==> config.mk <==
export PLATFORM = sky130hd
export DESIGN_NAME = tiltq_status_top
export DESIGN_NICKNAME = d
export VERILOG_FILES = /design/src/pkg/tiltq_pkg.sv /design/src/pkg/tiltq_atan_if.sv /design/src/hw/tiltq_atan_core.sv /design/src/hw/tiltq_status_top.sv
export SDC_FILE = /design/constraint.sdc
export NUM_CORES = 1
export LEC_CHECK = 0
export BUFFER_PORTS_ARGS = -buffer_cell sky130_fd_sc_hd__buf_2
export CORE_MARGIN = 5
export CORE_UTILIZATION = 30
export CTS_CLUSTER_DIAMETER = 30
export CTS_CLUSTER_SIZE = 16
export DETAILED_ROUTE_END_ITERATION = 16
export GPL_ROUTABILITY_DRIVEN = 0
export PLACE_DENSITY_LB_ADDON = 0.15
export REMOVE_ABC_BUFFERS = 1
export SYNTH_ARGS = -nofsm -noshare
export SYNTH_HDL_FRONTEND = slang
export SYNTH_HIERARCHICAL = 1
export SYNTH_SLANG_ARGS = --single-unit
==> constraint.sdc <==
create_clock -name clk -period 9.6 [get_ports clk]
set_input_delay 0.96 -clock clk [delete_from_list [all_inputs] [get_ports clk]]
set_output_delay 0.96 -clock clk [all_outputs]
set_load 0.05 [all_outputs]
==> src/pkg/tiltq_pkg.sv <==
// Constants, register map and shared helpers of the tilt status block.
// Assumes a single 50 MHz clock domain and byte-wide registers.
package tiltq_pkg;

	localparam int SAMPLE_W = 16;
	localparam int ACC_W    = 20;
	localparam int CLK_MHZ  = 50;

	////////////////////////////////////////////////////////////////////////////
	// Register offsets
	localparam logic [3:0] OFS_XZ_STATUS   = 4'h0;
	localparam logic [3:0] OFS_YZ_STATUS   = 4'h1;
	localparam logic [3:0] OFS_XY_STATUS   = 4'h2;
	localparam logic [3:0] OFS_QUAD_STATUS = 4'h3;
	localparam logic [3:0] OFS_LP_COEF     = 4'h4;
	localparam logic [3:0] OFS_TILT_CFG    = 4'h5;
	localparam logic [3:0] OFS_IRQ_STATUS  = 4'h6;
	localparam logic [3:0] OFS_IRQ_MASK    = 4'h7;

	////////////////////////////////////////////////////////////////////////////
	// Field positions
	localparam int FLAG_BIT   = 7;
	localparam int XZQ_LSB    = 4;
	localparam int YZQ_LSB    = 2;
	localparam int XY_EN_BIT  = 6;
	localparam int YZ_EN_BIT  = 5;
	localparam int XZ_EN_BIT  = 4;
	localparam int IRQ_XZ_BIT = 0;
	localparam int IRQ_YZ_BIT = 1;
	localparam int IRQ_Q_BIT  = 2;
	localparam int IRQ_W      = 3;

	////////////////////////////////////////////////////////////////////////////
	// Values after reset, and the largest angle
	localparam logic [7:0] STATUS_RESET   = 8'h00;
	localparam logic [2:0] LP_COEF_RESET  = 3'h5;
	localparam logic [6:0] TILT_CFG_RESET = 7'h79;
	localparam logic [6:0] ANGLE_MAX      = 7'h5a;

	////////////////////////////////////////////////////////////////////////////
	// Arctangent core: angle accumulator is degrees with 8 fraction bits
	localparam logic [3:0]        ATAN_LAST = 4'hb;
	localparam logic signed [15:0] ATAN_HALF = 16'sh0080;

	typedef enum logic [1:0] {ST_IDLE, ST_START, ST_WAIT} tiltq_state_t;

	function automatic logic signed [15:0] atan_step(input logic [3:0] i);
		case (i)
			4'h0: atan_step = 16'sh2d00;
			4'h1: atan_step = 16'sh1a91;
			4'h2: atan_step = 16'sh0e09;
			4'h3: atan_step = 16'sh0720;
			4'h4: atan_step = 16'sh0394;
			4'h5: atan_step = 16'sh01ca;
			4'h6: atan_step = 16'sh00e5;
			4'h7: atan_step = 16'sh0073;
			4'h8: atan_step = 16'sh0039;
			4'h9: atan_step = 16'sh001d;
			4'ha: atan_step = 16'sh000e;
			4'hb: atan_step = 16'sh0007;
			default: atan_step = 16'sh0000;
		endcase
	endfunction : atan_step

	// Zero counts as positive on either axis
	function automatic logic [1:0] quad_code(input logic signed [SAMPLE_W-1:0] axis,
		input logic signed [SAMPLE_W-1:0] vert);
		case ({axis[SAMPLE_W-1], vert[SAMPLE_W-1]})
			2'b00:   quad_code = 2'h0;
			2'b01:   quad_code = 2'h1;
			2'b11:   quad_code = 2'h2;
			default: quad_code = 2'h3;
		endcase
	endfunction : quad_code

	function automatic logic [6:0] abs_diff(input logic [6:0] a, input logic [6:0] b);
		abs_diff = (a > b) ? (a - b) : (b - a);
	endfunction : abs_diff

endpackage : tiltq_pkg

==> src/pkg/tiltq_atan_if.sv <==
// Request and answer between the status logic and one arctangent core.
// Assumes both ends share clk; start and done are one-cycle pulses.
`timescale 1ns/1ps
interface tiltq_atan_if;
	logic                 start;
	logic signed [15:0]   axis;
	logic signed [15:0]   vert;
	logic                 done;
	logic [6:0]           angle;

	modport core (input start, input axis, input vert, output done, output angle);
	modport user (output start, output axis, output vert, input done, input angle);
endinterface : tiltq_atan_if

==> src/hw/tiltq_atan_core.sv <==
// Iterative vectoring arctangent: angle of |axis| against |vert| in degrees.
// Assumes start is only pulsed while the previous answer has been given.
`timescale 1ns/1ps
module tiltq_atan_core
	import tiltq_pkg::*;
(
	input  wire logic    clk,
	input  wire logic    rst_n,
	tiltq_atan_if.core   port
);

	logic                     run_q, run_d;
	logic [3:0]               iter_q, iter_d;
	logic signed [ACC_W-1:0]  x_q, x_d, y_q, y_d;
	logic signed [15:0]       acc_q, acc_d;
	logic [6:0]               angle_q, angle_d;
	logic                     done_q, done_d;
	logic signed [15:0]       rnd;

	function automatic logic signed [ACC_W-1:0] mag(input logic signed [15:0] v);
		logic signed [ACC_W-1:0] w;
		w = {{(ACC_W-16){v[15]}}, v};
		mag = v[15] ? -w : w;
	endfunction : mag

	////////////////////////////////////////////////////////////////////////////
	always_comb begin
		run_d   = run_q;
		iter_d  = iter_q;
		x_d     = x_q;
		y_d     = y_q;
		acc_d   = acc_q;
		angle_d = angle_q;
		done_d  = 1'b0;
		rnd     = 16'sh0000;
		if (!run_q) begin
			if (port.start) begin
				x_d    = mag(port.vert);
				y_d    = mag(port.axis);
				acc_d  = 16'sh0000;
				iter_d = 4'h0;
				run_d  = 1'b1;
			end
		end else begin
			// Rotation gain cancels out: only the accumulated angle is used
			if (y_q >= 0) begin
				x_d   = x_q + (y_q >>> iter_q);
				y_d   = y_q - (x_q >>> iter_q);
				acc_d = acc_q + atan_step(iter_q);
			end else begin
				x_d   = x_q - (y_q >>> iter_q);
				y_d   = y_q + (x_q >>> iter_q);
				acc_d = acc_q - atan_step(iter_q);
			end
			if (iter_q == ATAN_LAST) begin
				run_d  = 1'b0;
				done_d = 1'b1;
				rnd    = acc_d + ATAN_HALF;
				// Twelve steps leave well under a tenth of a degree before rounding
				if (rnd < 0)
					angle_d = 7'h00;
				else if (rnd[14:8] > ANGLE_MAX)
					angle_d = ANGLE_MAX;
				else
					angle_d = rnd[14:8];
			end else begin
				iter_d = iter_q + 4'h1;
			end
		end
	end

	always_ff @(posedge clk or negedge rst_n) begin
		if (!rst_n) begin
			run_q   <= 1'b0;
			iter_q  <= 4'h0;
			x_q     <= '0;
			y_q     <= '0;
			acc_q   <= 16'sh0000;
			angle_q <= 7'h00;
			done_q  <= 1'b0;
		end else begin
			run_q   <= run_d;
			iter_q  <= iter_d;
			x_q     <= x_d;
			y_q     <= y_d;
			acc_q   <= acc_d;
			angle_q <= angle_d;
			done_q  <= done_d;
		end
	end

	assign port.done  = done_q;
	assign port.angle = angle_q;

	AST_CORE_LATENCY: assert property (@(posedge clk) disable iff (!rst_n)
		(port.start && !run_q) |=> !port.done [*8] ##1 !port.done [*4] ##1 port.done)
		else $error("arctangent answer not 13 cycles after start");
	AST_CORE_RANGE: assert property (@(posedge clk) disable iff (!rst_n)
		port.done |-> (port.angle <= ANGLE_MAX))
		else $error("arctangent answer above 90 degrees");

endmodule : tiltq_atan_core

==> src/hw/tiltq_status_top.sv <==
// Tilt status block: filters three-axis samples, derives X/Z and Y/Z angles
// and quadrants, flags jumps, and exposes status and config registers.
// Assumes one sample per execution, strobed with smp_valid while smp_ready.
//
// Decided for this implementation: the plain strobed port.
`timescale 1ns/1ps
module tiltq_status_top
	import tiltq_pkg::*;
(
	input  wire logic                                 clk,
	input  wire logic                                 rst_n,
	input  wire logic signed [tiltq_pkg::SAMPLE_W-1:0] smp_x,
	input  wire logic signed [tiltq_pkg::SAMPLE_W-1:0] smp_y,
	input  wire logic signed [tiltq_pkg::SAMPLE_W-1:0] smp_z,
	input  wire logic                                 smp_valid,
	output wire logic                                 smp_ready,
	input  wire logic [3:0]                           reg_addr,
	input  wire logic [7:0]                           reg_wdata,
	input  wire logic                                 reg_wr,
	input  wire logic                                 reg_rd,
	output wire logic [7:0]                           reg_rdata,
	output wire logic                                 irq
);

	tiltq_state_t                 state_q, state_d;
	logic signed [SAMPLE_W-1:0]   filt_x_q, filt_x_d, filt_y_q, filt_y_d, filt_z_q, filt_z_d;
	logic [7:0]                   xz_stat_q, xz_stat_d, yz_stat_q, yz_stat_d;
	logic [7:0]                   quad_stat_q, quad_stat_d;
	logic [2:0]                   lp_coef_q, lp_coef_d;
	logic [6:0]                   cfg_q, cfg_d;
	logic [IRQ_W-1:0]             irq_stat_q, irq_stat_d, irq_mask_q, irq_mask_d, events;
	logic [7:0]                   rdata_q, rdata_d;
	logic                         xz_jump, yz_jump, quad_chg, update;
	logic [1:0]                   xz_plane_quadrant, yz_plane_quadrant;
	logic                         xz_on, yz_on;
	logic [3:0]                   thresh;

	tiltq_atan_if xz_if ();
	tiltq_atan_if yz_if ();

	tiltq_atan_core u_xz_core (
		.clk   (clk),
		.rst_n (rst_n),
		.port  (xz_if.core)
	);

	tiltq_atan_core u_yz_core (
		.clk   (clk),
		.rst_n (rst_n),
		.port  (yz_if.core)
	);

	// First-order filter: cur += (smp - cur) >> k
	function automatic logic signed [SAMPLE_W-1:0] lp_step(
		input logic signed [SAMPLE_W-1:0] cur,
		input logic signed [SAMPLE_W-1:0] smp,
		input logic [2:0]                 k);
		logic signed [SAMPLE_W:0] diff;
		logic signed [SAMPLE_W:0] sum;
		diff = {smp[SAMPLE_W-1], smp} - {cur[SAMPLE_W-1], cur};
		// Both terms signed, or the shift would fill with zeros
		sum  = $signed({cur[SAMPLE_W-1], cur}) + (diff >>> k);
		lp_step = sum[SAMPLE_W-1:0];
	endfunction : lp_step

	assign xz_on  = cfg_q[XZ_EN_BIT];
	assign yz_on  = cfg_q[YZ_EN_BIT];
	assign thresh = cfg_q[3:0];

	////////////////////////////////////////////////////////////////////////////
	// Execution sequence, filter and status
	assign smp_ready   = (state_q == ST_IDLE);
	assign update      = (state_q == ST_WAIT) && xz_if.done;
	assign xz_if.start = (state_q == ST_START) && xz_on;
	assign yz_if.start = (state_q == ST_START) && yz_on;
	assign xz_if.axis  = filt_x_q;
	assign xz_if.vert  = filt_z_q;
	assign yz_if.axis  = filt_y_q;
	assign yz_if.vert  = filt_z_q;

	always_comb begin
		state_d     = state_q;
		filt_x_d    = filt_x_q;
		filt_y_d    = filt_y_q;
		filt_z_d    = filt_z_q;
		xz_stat_d   = xz_stat_q;
		yz_stat_d   = yz_stat_q;
		quad_stat_d = quad_stat_q;
		xz_plane_quadrant     = quad_code(filt_x_q, filt_z_q);
		yz_plane_quadrant     = quad_code(filt_y_q, filt_z_q);
		xz_jump     = abs_diff(xz_if.angle, xz_stat_q[6:0]) > {3'h0, thresh};
		yz_jump     = abs_diff(yz_if.angle, yz_stat_q[6:0]) > {3'h0, thresh};
		quad_chg    = (xz_on && xz_plane_quadrant != quad_stat_q[XZQ_LSB +: 2]) ||
		              (yz_on && yz_plane_quadrant != quad_stat_q[YZQ_LSB +: 2]);
		case (state_q)
			ST_IDLE: begin
				if (smp_valid) begin
					filt_x_d = lp_step(filt_x_q, smp_x, lp_coef_q);
					filt_y_d = lp_step(filt_y_q, smp_y, lp_coef_q);
					filt_z_d = lp_step(filt_z_q, smp_z, lp_coef_q);
					state_d  = ST_START;
				end
			end
			ST_START: begin
				// Both planes off: nothing to sense, status is left alone
				state_d = (xz_on || yz_on) ? ST_WAIT : ST_IDLE;
			end
			ST_WAIT: begin
				// Cores run in lockstep, so the X/Z done stands for both
				if (!xz_on && yz_if.done) begin
					state_d   = ST_IDLE;
					yz_stat_d = {yz_jump, yz_if.angle};
					quad_stat_d = {quad_chg, 1'b0, quad_stat_q[XZQ_LSB +: 2], yz_plane_quadrant, 2'h0};
				end else if (update) begin
					state_d = ST_IDLE;
					// Old status fields serve as the previous values
					xz_stat_d = {xz_jump, xz_if.angle};
					if (yz_on)
						yz_stat_d = {yz_jump, yz_if.angle};
					quad_stat_d = {quad_chg, 1'b0, xz_plane_quadrant,
						yz_on ? yz_plane_quadrant : quad_stat_q[YZQ_LSB +: 2], 2'h0};
				end
			end
			default: state_d = ST_IDLE;
		endcase
	end

	always_ff @(posedge clk or negedge rst_n) begin
		if (!rst_n) begin
			state_q     <= ST_IDLE;
			filt_x_q    <= '0;
			filt_y_q    <= '0;
			filt_z_q    <= '0;
			xz_stat_q   <= STATUS_RESET;
			yz_stat_q   <= STATUS_RESET;
			quad_stat_q <= STATUS_RESET;
		end else begin
			state_q     <= state_d;
			filt_x_q    <= filt_x_d;
			filt_y_q    <= filt_y_d;
			filt_z_q    <= filt_z_d;
			xz_stat_q   <= xz_stat_d;
			yz_stat_q   <= yz_stat_d;
			quad_stat_q <= quad_stat_d;
		end
	end

	////////////////////////////////////////////////////////////////////////////
	// Register port and interrupt
	always_comb begin
		events = '0;
		if (state_q == ST_WAIT && state_d == ST_IDLE) begin
			events[IRQ_XZ_BIT] = xz_stat_d[FLAG_BIT] && xz_on;
			events[IRQ_YZ_BIT] = yz_stat_d[FLAG_BIT] && yz_on;
			events[IRQ_Q_BIT]  = quad_stat_d[FLAG_BIT];
		end
		lp_coef_d  = lp_coef_q;
		cfg_d      = cfg_q;
		irq_mask_d = irq_mask_q;
		irq_stat_d = irq_stat_q;
		if (reg_wr) begin
			case (reg_addr)
				OFS_LP_COEF:    lp_coef_d  = reg_wdata[2:0];
				OFS_TILT_CFG:   cfg_d      = reg_wdata[6:0];
				OFS_IRQ_STATUS: irq_stat_d = irq_stat_q & ~reg_wdata[IRQ_W-1:0];
				OFS_IRQ_MASK:   irq_mask_d = reg_wdata[IRQ_W-1:0];
				default:        ;
			endcase
		end
		// A new event wins over a clear in the same cycle
		irq_stat_d = irq_stat_d | events;
		rdata_d = 8'h00;
		if (reg_rd) begin
			case (reg_addr)
				OFS_XZ_STATUS:   rdata_d = xz_stat_q;
				OFS_YZ_STATUS:   rdata_d = yz_stat_q;
				OFS_XY_STATUS:   rdata_d = 8'h00;
				OFS_QUAD_STATUS: rdata_d = quad_stat_q;
				OFS_LP_COEF:     rdata_d = {5'h00, lp_coef_q};
				OFS_TILT_CFG:    rdata_d = {1'b0, cfg_q};
				OFS_IRQ_STATUS:  rdata_d = {5'h00, irq_stat_q};
				OFS_IRQ_MASK:    rdata_d = {5'h00, irq_mask_q};
				default:         rdata_d = 8'h00;
			endcase
		end
	end

	always_ff @(posedge clk or negedge rst_n) begin
		if (!rst_n) begin
			lp_coef_q  <= LP_COEF_RESET;
			cfg_q      <= TILT_CFG_RESET;
			irq_stat_q <= '0;
			irq_mask_q <= '0;
			rdata_q    <= 8'h00;
		end else begin
			lp_coef_q  <= lp_coef_d;
			cfg_q      <= cfg_d;
			irq_stat_q <= irq_stat_d;
			irq_mask_q <= irq_mask_d;
			rdata_q    <= rdata_d;
		end
	end

	assign reg_rdata = rdata_q;
	assign irq       = |(irq_stat_q & irq_mask_q);

	////////////////////////////////////////////////////////////////////////////
	// Checks
	AST_XZ_FLAG: assert property (@(posedge clk) disable iff (!rst_n)
		(update && xz_on) |=> xz_stat_q[FLAG_BIT] ==
			(abs_diff(xz_stat_q[6:0], $past(xz_stat_q[6:0])) > {3'h0, $past(thresh)}))
		else $error("X/Z jump flag does not match angle change");
	AST_YZ_FLAG: assert property (@(posedge clk) disable iff (!rst_n)
		(update && yz_on) |=> yz_stat_q[FLAG_BIT] ==
			(abs_diff(yz_stat_q[6:0], $past(yz_stat_q[6:0])) > {3'h0, $past(thresh)}))
		else $error("Y/Z jump flag does not match angle change");
	AST_ANGLE_RANGE: assert property (@(posedge clk) disable iff (!rst_n)
		(xz_stat_q[6:0] <= ANGLE_MAX) && (yz_stat_q[6:0] <= ANGLE_MAX))
		else $error("status angle above 90 degrees");
	AST_XY_ZERO: assert property (@(posedge clk) disable iff (!rst_n)
		(reg_rd && reg_addr == OFS_XY_STATUS) |=> reg_rdata == 8'h00)
		else $error("X/Y status byte not zero");
	AST_QUAD_FIELDS: assert property (@(posedge clk) disable iff (!rst_n)
		(update && xz_on) |=> (quad_stat_q[XZQ_LSB +: 2] ==
			quad_code($past(filt_x_q), $past(filt_z_q))) && (quad_stat_q[1:0] == 2'h0))
		else $error("X/Z quadrant code wrong or X/Y field set");
	AST_QUAD_FLAG: assert property (@(posedge clk) disable iff (!rst_n)
		(update && xz_on && yz_on) |=> quad_stat_q[FLAG_BIT] ==
			(quad_stat_q[5:2] != $past(quad_stat_q[5:2])))
		else $error("quadrant change flag wrong");
	AST_STATUS_HOLD: assert property (@(posedge clk) disable iff (!rst_n)
		(state_q != ST_WAIT) |=> $stable(xz_stat_q) && $stable(yz_stat_q) &&
			$stable(quad_stat_q))
		else $error("status changed outside an execution");
	AST_DISABLED_HOLD: assert property (@(posedge clk) disable iff (!rst_n)
		!xz_on |=> $stable(xz_stat_q))
		else $error("disabled X/Z plane status changed");
	AST_THRESH_WRITE: assert property (@(posedge clk) disable iff (!rst_n)
		!(reg_wr && reg_addr == OFS_TILT_CFG) |=> $stable(thresh))
		else $error("threshold changed without a write");
	AST_IRQ_STICKY: assert property (@(posedge clk) disable iff (!rst_n)
		(irq_stat_q[IRQ_Q_BIT] && !(reg_wr && reg_addr == OFS_IRQ_STATUS))
			|=> irq_stat_q[IRQ_Q_BIT])
		else $error("sticky quadrant event lost");

endmodule : tiltq_status_top

; ---- After elaboration in Yosys (flattened, before gate mapping)
; Memories as Yosys holds them, arrays and structs flattened.
; Index checks and enable logic that the tools add are counted.
; W data, S select, Z words.
[word_totals]
ff_bits = 236
mem_bits_ro = 896
input_bits = 65
n_memories = 4
[mem_list]
columns = memory, depth, word_bits, rd, rd_ports_with_merged_regs, write_ports, line
row1 = (name not given), 16, 14, 1, 0, 0, tiltq_pkg.sv:48  ; case (i)
row2 = (name not given), 16, 14, 1, 0, 0, tiltq_pkg.sv:48
row3 = (name not given), 16, 14, 1, 0, 0, tiltq_pkg.sv:48
row4 = (name not given), 16, 14, 1, 0, 0, tiltq_pkg.sv:48
[classes]
shift = 7
addsub = 29
eq_ne = 18
bitwise = 5
reduce_logical = 33
magnitude_cmp = 10
muxes = 76
[ops]
columns = cell, n
row1 = $mux W20, 15
row2 = $mux W16, 16
row3 = $mux W8, 11
row4 = $add A16 B16 Y16, 5
row5 = $add A20 B20 Y20, 4
row6 = $sshr A20 B4 Y20, 4
row7 = $sub A20 B20 Y20, 4
row8 = $neg A16 Y20, 3
row9 = $pmux W8 S7, 1
row10 = $sshr A17 B3 Y16, 3
row11 = $sub A16 B16 Y17, 3
row12 = $mux W7, 6
row13 = $ge A20 B1 Y1 const B, 2
row14 = $add A16 B9 Y16 const B, 2
row15 = $lt A16 B1 Y1 const B, 2
row16 = $sub A16 B16 Y16, 2
row17 = $sub A7 B7 Y7, 4
row18 = $mux W4, 6
row19 = $pmux W2 S3, 3
row20 = $reduce_and A2 Y1, 9
row21 = $eq A4 B3 Y1 const B, 4
row22 = $gt A7 B4 Y1, 2
row23 = $gt A7 B7 Y1, 2
row24 = $gt A7 B7 Y1 const B, 2
row25 = 23 further kinds, 63

; ---- Longest topological paths before layout
; Gate-level depths: netlist of run 1.
[logic_depth]
depth_word = 10
mapped_depth = 29

; ---- Cells and area by module
; Netlist of run 1, hierarchy kept.
[by_module_without_submodules]
columns = module, n_inst, cells_each, area_each_um2
row1 = tiltq_status_top, 1, 1341, 10875.4
row2 = tiltq_atan_core (u_xz_core), 1, 1142, 9387.8
row3 = tiltq_atan_core (u_yz_core), 1, 1131, 9300.2

; ---- Worst setup path after synthesis of run 1
; No wires, ideal clock.
[synth_timing]
path_kind = register to register
start = reg u_yz_core.iter_q[3]
end = reg u_yz_core.angle_q[0] (netlist: u_yz_core/port.angle[0])
stages_incl_launch_ff = 27
path_slack_ps = 3800
required_time_ps = 9532
arrival_time_ps = 5733
path_cell_list = dfrtp_1 -> clkbuf_1 -> buf_1 -> clkbuf_1 -> buf_1 -> buf_1 -> nand2_1 -> o21ai_0 -> o21ai_0 -> inv_1 -> ha_1 -> nand3_1 -> nor3_1 -> inv_1 -> o41ai_1 -> xnor2_1 -> ha_1 -> clkbuf_1 -> a21oi_1 -> o21bai_1 -> o21a_1 -> o32ai_1 -> nor3_1 -> and3_1 -> a31o_2 -> a21oi_1 -> a32o_1
[synth_via]
elab_chain_len = 10
elab_cells_between_ends = 17
[synth_rtl]
columns = element, line
row1 = "start, declared", tiltq_atan_core.sv:13  ; logic [3:0] iter_q, iter_d;
row2 = "start signal, assigned", tiltq_atan_core.sv:83  ; iter_q <= iter_d;
row3 = "parallel branches: the longest is 10 deep, another holds $sub A16 B16 Y16", --
row4 = "end signal, assigned", tiltq_atan_core.sv:87  ; angle_q <= angle_d;
row5 = "end, declared", tiltq_atan_core.sv:16  ; logic [6:0] angle_q, angle_d;
; Several ways; the timed one is not identified. The select of a mux whose other input is x is not followed.
; A chain may end at the register's enable or synchronous reset.

; ---- Worst setup path after layout of run 1
[layout_timing]
start = reg u_xz_core.iter_q[0]
end = reg u_xz_core.x_q[19]
[layout_via]
elab_chain_len = 4
elab_cells_between_ends = 5
[layout_rtl]
columns = element, line
row1 = "start, declared", tiltq_atan_core.sv:13
row2 = "start signal, assigned", tiltq_atan_core.sv:83
row3 = $sshr A20 B4 Y20 (*), "tiltq_atan_core.sv:47, tiltq_atan_core.sv:51"
row4 = $sub A20 B20 Y20 or $add A20 B20 Y20 (tied branches), "tiltq_atan_core.sv:51, tiltq_atan_core.sv:47"
row5 = $mux W20 (*), tiltq_atan_core.sv:46  ; if (y_q >= 0) begin
row6 = $mux W20 (*), tiltq_atan_core.sv:36  ; if (!run_q) begin
row7 = "end signal, assigned", tiltq_atan_core.sv:76  ; x_q <= '0;
row8 = "end signal, assigned", tiltq_atan_core.sv:84  ; x_q <= x_d;
row9 = "end, declared", tiltq_atan_core.sv:14  ; logic signed [ACC_W-1:0] x_q, x_d, y_q, y_d;
; Every way passes the cells marked *; elsewhere a longest branch is shown, timed or not.

==> results.yml, run 1 <==
worst_setup_path:
  reg2reg_depth: 19
  r2r-start: "u_xz_core/iter_q[0]"
  endpoint_kind: "flip-flop"
  crit_arrival_ns: 6.71
  path_max_fanout: 31
  crit_required_ns: 10.07
  crit_type: "reg2reg"
  timing.rr.end: "u_xz_core/x_q[19]"
  start_kind: "flip-flop"
  regToRegSetupSlack_ns: 3.36
job:
  drv_cap: 0
synthesis:
  ys_seq_elements: 233
  synth_edf_count: 0
  yosys.area.top_type_share: 0.191
  yosys_warnings: 6
  ys_types: 103
  synth_xor_area_frac: 0.0910
  syn_inst: 3614
  synth_compound_area_frac: 0.224
  synth_fa_ha_area_frac: 0.125
  ys_async_sr_fraction: 1.00
  seq_area_frac_synth: 0.198
  synth.most_common_cell: "nand2_1"
  yosys-top-cells-count: "416 x nand2_1, 319 x o21ai_0, 276 x nor2_1, 269 x ha_1, 226 x dfrtp_1"
  yosysTopAreaCell: "dfrtp_1"
  synthTopCellsByArea: "dfrtp_1 19%, ha_1 11%, o21ai_0 5.4%, nand2_1 5.3%, xnor2_1 5.1%"
  synth_top_family_by_area: "compound AO/OA/AOI/OAI gates"
  synth-simple-area-share: 0.176
  synth_mux_area_frac: 0.137
  synth_flop_cell: "dfrtp_1"
  avgSynthCellArea_um2: 8.18
  syn_area_mm2: 0.0296
finish:
  drive_above_1_share: 0.130
  syn_to_final_growth_pct: 15.4
  fin_nets: 4008
grt:
  grt_pass1_vias: 26200
  grt_max_degree: 73
  grt_usage: 0.168
  antenna_found_initial: 6
  grt_pass1_wl_mm: 145
  gr-total-overflow: 0
placement:
  dp_hpwl_mm: 65.8
  io_buffers: 73
hold_path:
  worstHoldPathType: "in2async"
sta:
  fmax_mhz: 160
  finalClockSkew_ns: 0.0369
  rsz0062_at_grt: "no"
  fin_tns_setup_ns: 0
  max-slew-margin-rel: 0.258
  hold_viol: 0
  finalSetupViolations: 0
  finalMaxSlewViolations: 0
  period_share: 0.650
  min_period_ns: 6.24
  max_slew.worst_pin.slew_ns: 1.11
clocking:
  clockBufferDepth: 3
  clockRootBuffer: "clkbuf_16"
  cts_setup_buffers: 0
  clock_latency_ns: 0.64
  clock-sinks: 233
  htreeDepth: 3
  hold_buffers: 0
  clk_pin_slew_ns: 0.04
  cts_resized: 0
  cts_tree: "yes"
  cts_made_buffers: 87
detailed_routing:
  wl_per_cell_um: 17.7
  first_pass_iters: 5
  drt-total-wl_mm: 88.7
  vias: 26300
  drcViolationCount: 0
  vias_per_cell: 5.24
  antenna_left: 0
  drt_iter0_drc: 1509
floorplan:
  ios: 75
  dieArea_mm2: 0.105
  fp.coreArea_mm2: 0.0981
  initial_core_util: 0.301
  dieHeight_um: 324
  die-width_um: 324
  rows: 115
run_status:
  status: "completed"
-- critical path: stages (launching register included) --
cell and delay (ns):
dfrtp_2 0.89, buf_4 0.41, mux4_1 0.71, mux2_2 0.33
a21oi_1 0.35, ha_1 0.31, nand2_1 0.06, o21ai_0 0.15
ha_1 0.33, a21oi_1 0.21, o21ai_0 0.16, a2111oi_0 0.61
nor3b_1 0.12, buf_4 0.18, a21o_1 0.18, a21oi_1 0.21
o21ai_0 0.19, o41ai_1 0.38, xor2_1 0.20, o22ai_1 0.09
-- how the worst max path moves through the flow --
stage | from | endpoint | depth (start not counted)
final | u_xz_core/iter_q[0] | u_xz_core/x_q[19] | 19
after global routing | u_yz_core/iter_q[1] | u_yz_core/port.angle[0] | 23
after CTS | u_xz_core/iter_q[0] | u_xz_core/x_q[19] | 19
after detailed placement | u_xz_core/iter_q[0] | u_xz_core/port.angle[0] | 21
after global placement | u_xz_core/iter_q[0] | u_xz_core/x_q[19] | 19
after floorplan | u_yz_core/iter_q[0] | u_yz_core/port.angle[0] | 21
-- placed cells by master, fill, tap and decap left out, types with 20 or more instances in the layout --
cell | netlist | routed
nor3_1 | 71 | 70
mux2i_1 | 124 | 124
buf_4 | 4 | 43
o22ai_1 | 24 | 24
nand3_1 | 58 | 58
or2_2 | 20 | 20
xnor2_1 | 172 | 172
ha_1 | 269 | 269
a22o_1 | 21 | 21
xor2_1 | 135 | 135
o21ai_0 | 319 | 319
mux2_2 | 92 | 92
clkbuf_8 | 0 | 21
clkbuf_16 | 0 | 87
a31oi_1 | 20 | 20
inv_1 | 197 | 197
mux4_2 | 64 | 64
and2_1 | 23 | 23
nand2_1 | 416 | 415
and3_1 | 22 | 22
nand2b_1 | 55 | 55
or3_1 | 36 | 36
a211oi_1 | 35 | 35
o21a_1 | 62 | 62
o31ai_1 | 54 | 54
o211ai_1 | 33 | 33
buf_2 | 20 | 72
nor2_1 | 276 | 276
dfrtp_1 | 226 | 218
a21o_1 | 63 | 63
a21oi_1 | 200 | 200
nor2b_1 | 49 | 49
-- final cells by class --
class                           count  area, um^2
Sequential cell                   233        5850
Inverter                          200         751
Clock buffer                      126        2530
Clock inverter                     33         400
Antenna cell                        5        12.5
Timing Repair Buffer              116         698
Tap cell                         1287        1610
Fill cell                       10400       64000
Multi-Input combinational cell   3020       22300
-- routing by layer --
layer / GRT usage / up-vias / part of all wire
li1: - / 13300 / -
met1: 0.243 / 12600 / 0.51
met2: 0.264 / 402 / 0.43
met3: 0.0247 / 101 / 0.042
met4: 0.0427 / 0 / 0.018
met5: 0 / - / 0
-- stage by stage --
step	instance area [um^2]	hold slack [ns]	util	cells	setup WS [ns]
5_1_grt	34100	0.360	0.347	5015	2.63
2_1_floorplan	28800	0.444	-	3453	3.27
3_3_place_gp	31200	0.463	0.318	4856	3.32
4_1_cts	34100	0.312	0.347	5015	3.32
3_5_place_dp	31200	0.465	0.318	4856	3.34
6_report	34100	0.318	0.348	5020	3.36
-- flip-flops by register name, summed over array words and instances, names as in the netlist, 2 cells and up --
signal and cells:
u_xz_core/x_q 20, xz_stat_q 8, irq_mask_q 3, filt_y_q 16
yz_stat_q 8, u_yz_core/acc_q 16, irq_stat_q 3, u_yz_core/port.angle 7
cfg_q 7, u_xz_core/iter_q 4, filt_z_q 16, u_yz_core/x_q 20
reg_rdata 8, u_xz_core/port.angle 7, u_xz_core/y_q 20, lp_coef_q 3
filt_x_q 16, u_yz_core/y_q 20, u_xz_core/acc_q 16, u_yz_core/iter_q 4
state_q 2, quad_stat_q 5
-- cells by family after synthesis --
logic type | after synthesis
mux | 294
flops | 233
xor+xnor | 307
compound gates | 1027
buf+inv | 361
fa+ha+maj | 285
simple gates | 1107
Power of run 1 is not shown: default switching activity piles up to over one toggle a cycle in this logic, so the estimate is an artifact.
==> inputs of run 2 (changes only) <==
Clock period 9.6 ns to 5.8 ns, I/O delays scaled along.
==> run 2 against run 1 <==
Against the previous run:
- flip-flop and latch count unchanged
- wire length increased by 0.68%
- critical path type unchanged
- clock-buffer cell count grew 9
- clock skew fell by 0.0057 ns
- hold slack got worse by 0.12 ns
==> results.yml, run 2 (synthesis results as in run 1) <==
sta:
  finalClockSkew_ns: 0.0312
  finalMaxSlewViolations: 0
  hold-worst-slack_ns: 0.197
  fin_ws_ns: 0.393
  max_slew.worst_pin.slew_ns: 1.26
  fmax_mhz: 185
  hold_viol: 0
  finalSetupViolations: 0
  max-slew-margin-rel: 0.151
  period_share: 0.932
  rsz0062_at_grt: "no"
  min_period_ns: 5.41
floorplan:
  initial_core_util: 0.301
  dieArea_mm2: 0.105
  rows: 115
  die-width_um: 324
  ios: 75
  dieHeight_um: 324
  fp.coreArea_mm2: 0.0981
grt:
  grt_max_degree: 117
  gr-total-overflow: 0
  grt_pass1_vias: 25900
  grt_usage: 0.169
  grt_pass1_wl_mm: 144
  antenna_found_initial: 2
finish:
  drive_above_1_share: 0.142
  layout_common_cells: "415 x nand2_1, 319 x o21ai_0, 275 x nor2_1"
  multi_input_area_mm2: 0.0223
  fin_cells: 5067
  syn_to_final_growth_pct: 17.4
  layout_commonest_cell: "nand2_1"
  fillCellCount: 10300
  fin_area_mm2: 0.0347
  fin_nets: 4056
  regArea_mm2: 0.00585
clocking:
  cts_tree: "yes"
  clockBufferDepth: 3
  clockRootBuffer: "clkbuf_16"
  clk_pin_slew_ns: 0.04
  clock-sinks: 233
  htreeDepth: 3
  cts_made_buffers: 86
  clock_latency_ns: 0.64
run_status:
  status: "completed"
worst_setup_path:
  crit_type: "reg2reg"
  path_max_fanout: 8
  endpoint_kind: "flip-flop"
  crit_required_ns: 6.35
  crit_arrival_ns: 5.96
  start_kind: "flip-flop"
detailed_routing:
  drt_iter0_drc: 1399
  drt-total-wl_mm: 89.3
  first_pass_iters: 5
  vias_per_cell: 5.19
  drcViolationCount: 0
  vias: 26300
  antenna_left: 0
  wl_per_cell_um: 17.6
placement:
  io_buffers: 73
  dp_hpwl_mm: 67.9
  pre_cts_slack_ns: 0.146
  placed_area_mm2: 0.0316
  placedCellCount: 4904
job:
  drv_cap: 0
hold_path:
  worstHoldPathType: "in2reg"
## run 2: changes by cell type in the layout (fill, tap and decap cells not counted), moves of 2 or more
cell / change
bufinv_16: +3
buf_4: +41
clkinvlp_4: +4
clkinv_2: -13
clkinv_16: -2
clkbuf_1: +2
buf_12: +7
clkbuf_8: +6
diode_2: -3
## run 2: worst max-delay path: stages, from the launching register on
cell and delay, ns:
dfrtp_1 0.53, inv_1 0.13, ha_1 0.34, o21a_1 0.18, o31a_1 0.15, o41a_1 0.37, a221o_1 0.40, a2111o_1 0.46
a31oi_2 0.20, xnor2_1 0.24, a211oi_1 0.16, a21o_1 0.22, mux2i_1 0.13, ha_1 0.23, nor3_1 0.06, a2111oi_1 0.47
nor2_1 0.16, o21bai_1 0.22, a41oi_1 0.18, a21o_1 0.19, a21oi_1 0.17, xnor2_1 0.13
## run 2: area by class of cell
class                      instances  share of cell area
tap                             1287              0.0464
clock buffer                     135              0.0763
multi-input combinational       3020               0.642
clock inverter                    25              0.0117
sequential                       233               0.169
timing repair buffer             165              0.0333
antenna                            2            0.000144
inverter                         200              0.0216
## run 2: final timing paths
kind,from,to,slack (ns),cells after the start
min in group asynchronous,rst_n,reg_rdata[4],0.52,2
hold reg to reg,quad_stat_q[7],quad_stat_q[7],0.47,1
hold / removal,reg_wdata[3],cfg_q[3],0.20,2
setup / recovery,filt_z_q[3],filt_z_q[15],0.39,21
setup reg to reg,filt_z_q[3],filt_z_q[15],0.39,21
max in group asynchronous,rst_n,filt_y_q[5],4.02,3
## run 2: layer usage
metal  part of all wire  track usage  vias to the layer above
met2               0.43        0.265                      385
met4              0.017       0.0375                        0
met3              0.040       0.0309                       96
met5                  0            0                        -
met1               0.51        0.242                    12500
li1                   -            -                    13400
## run 2: stage by stage
| step | util | TNS [ns] |
|---|---|---|
| 3_5_place_dp | 0.322 | 0 |
| 5_1_grt | 0.354 | 0 |
| 4_1_cts | 0.353 | 0 |
| 6_report | 0.354 | 0 |
| 3_3_place_gp | 0.322 | 0 |
| 2_1_floorplan | - | -6.08 |
## run 2: repair_timing
item	4_1_cts	5_1_grt
hold buffers	1	0
setup buffers	0	0
endpoints found under the hold margin	58	0
setup endpoints to repair	0	9
gates resized for setup	0	8
Power of run 2 is left out for the same reason.
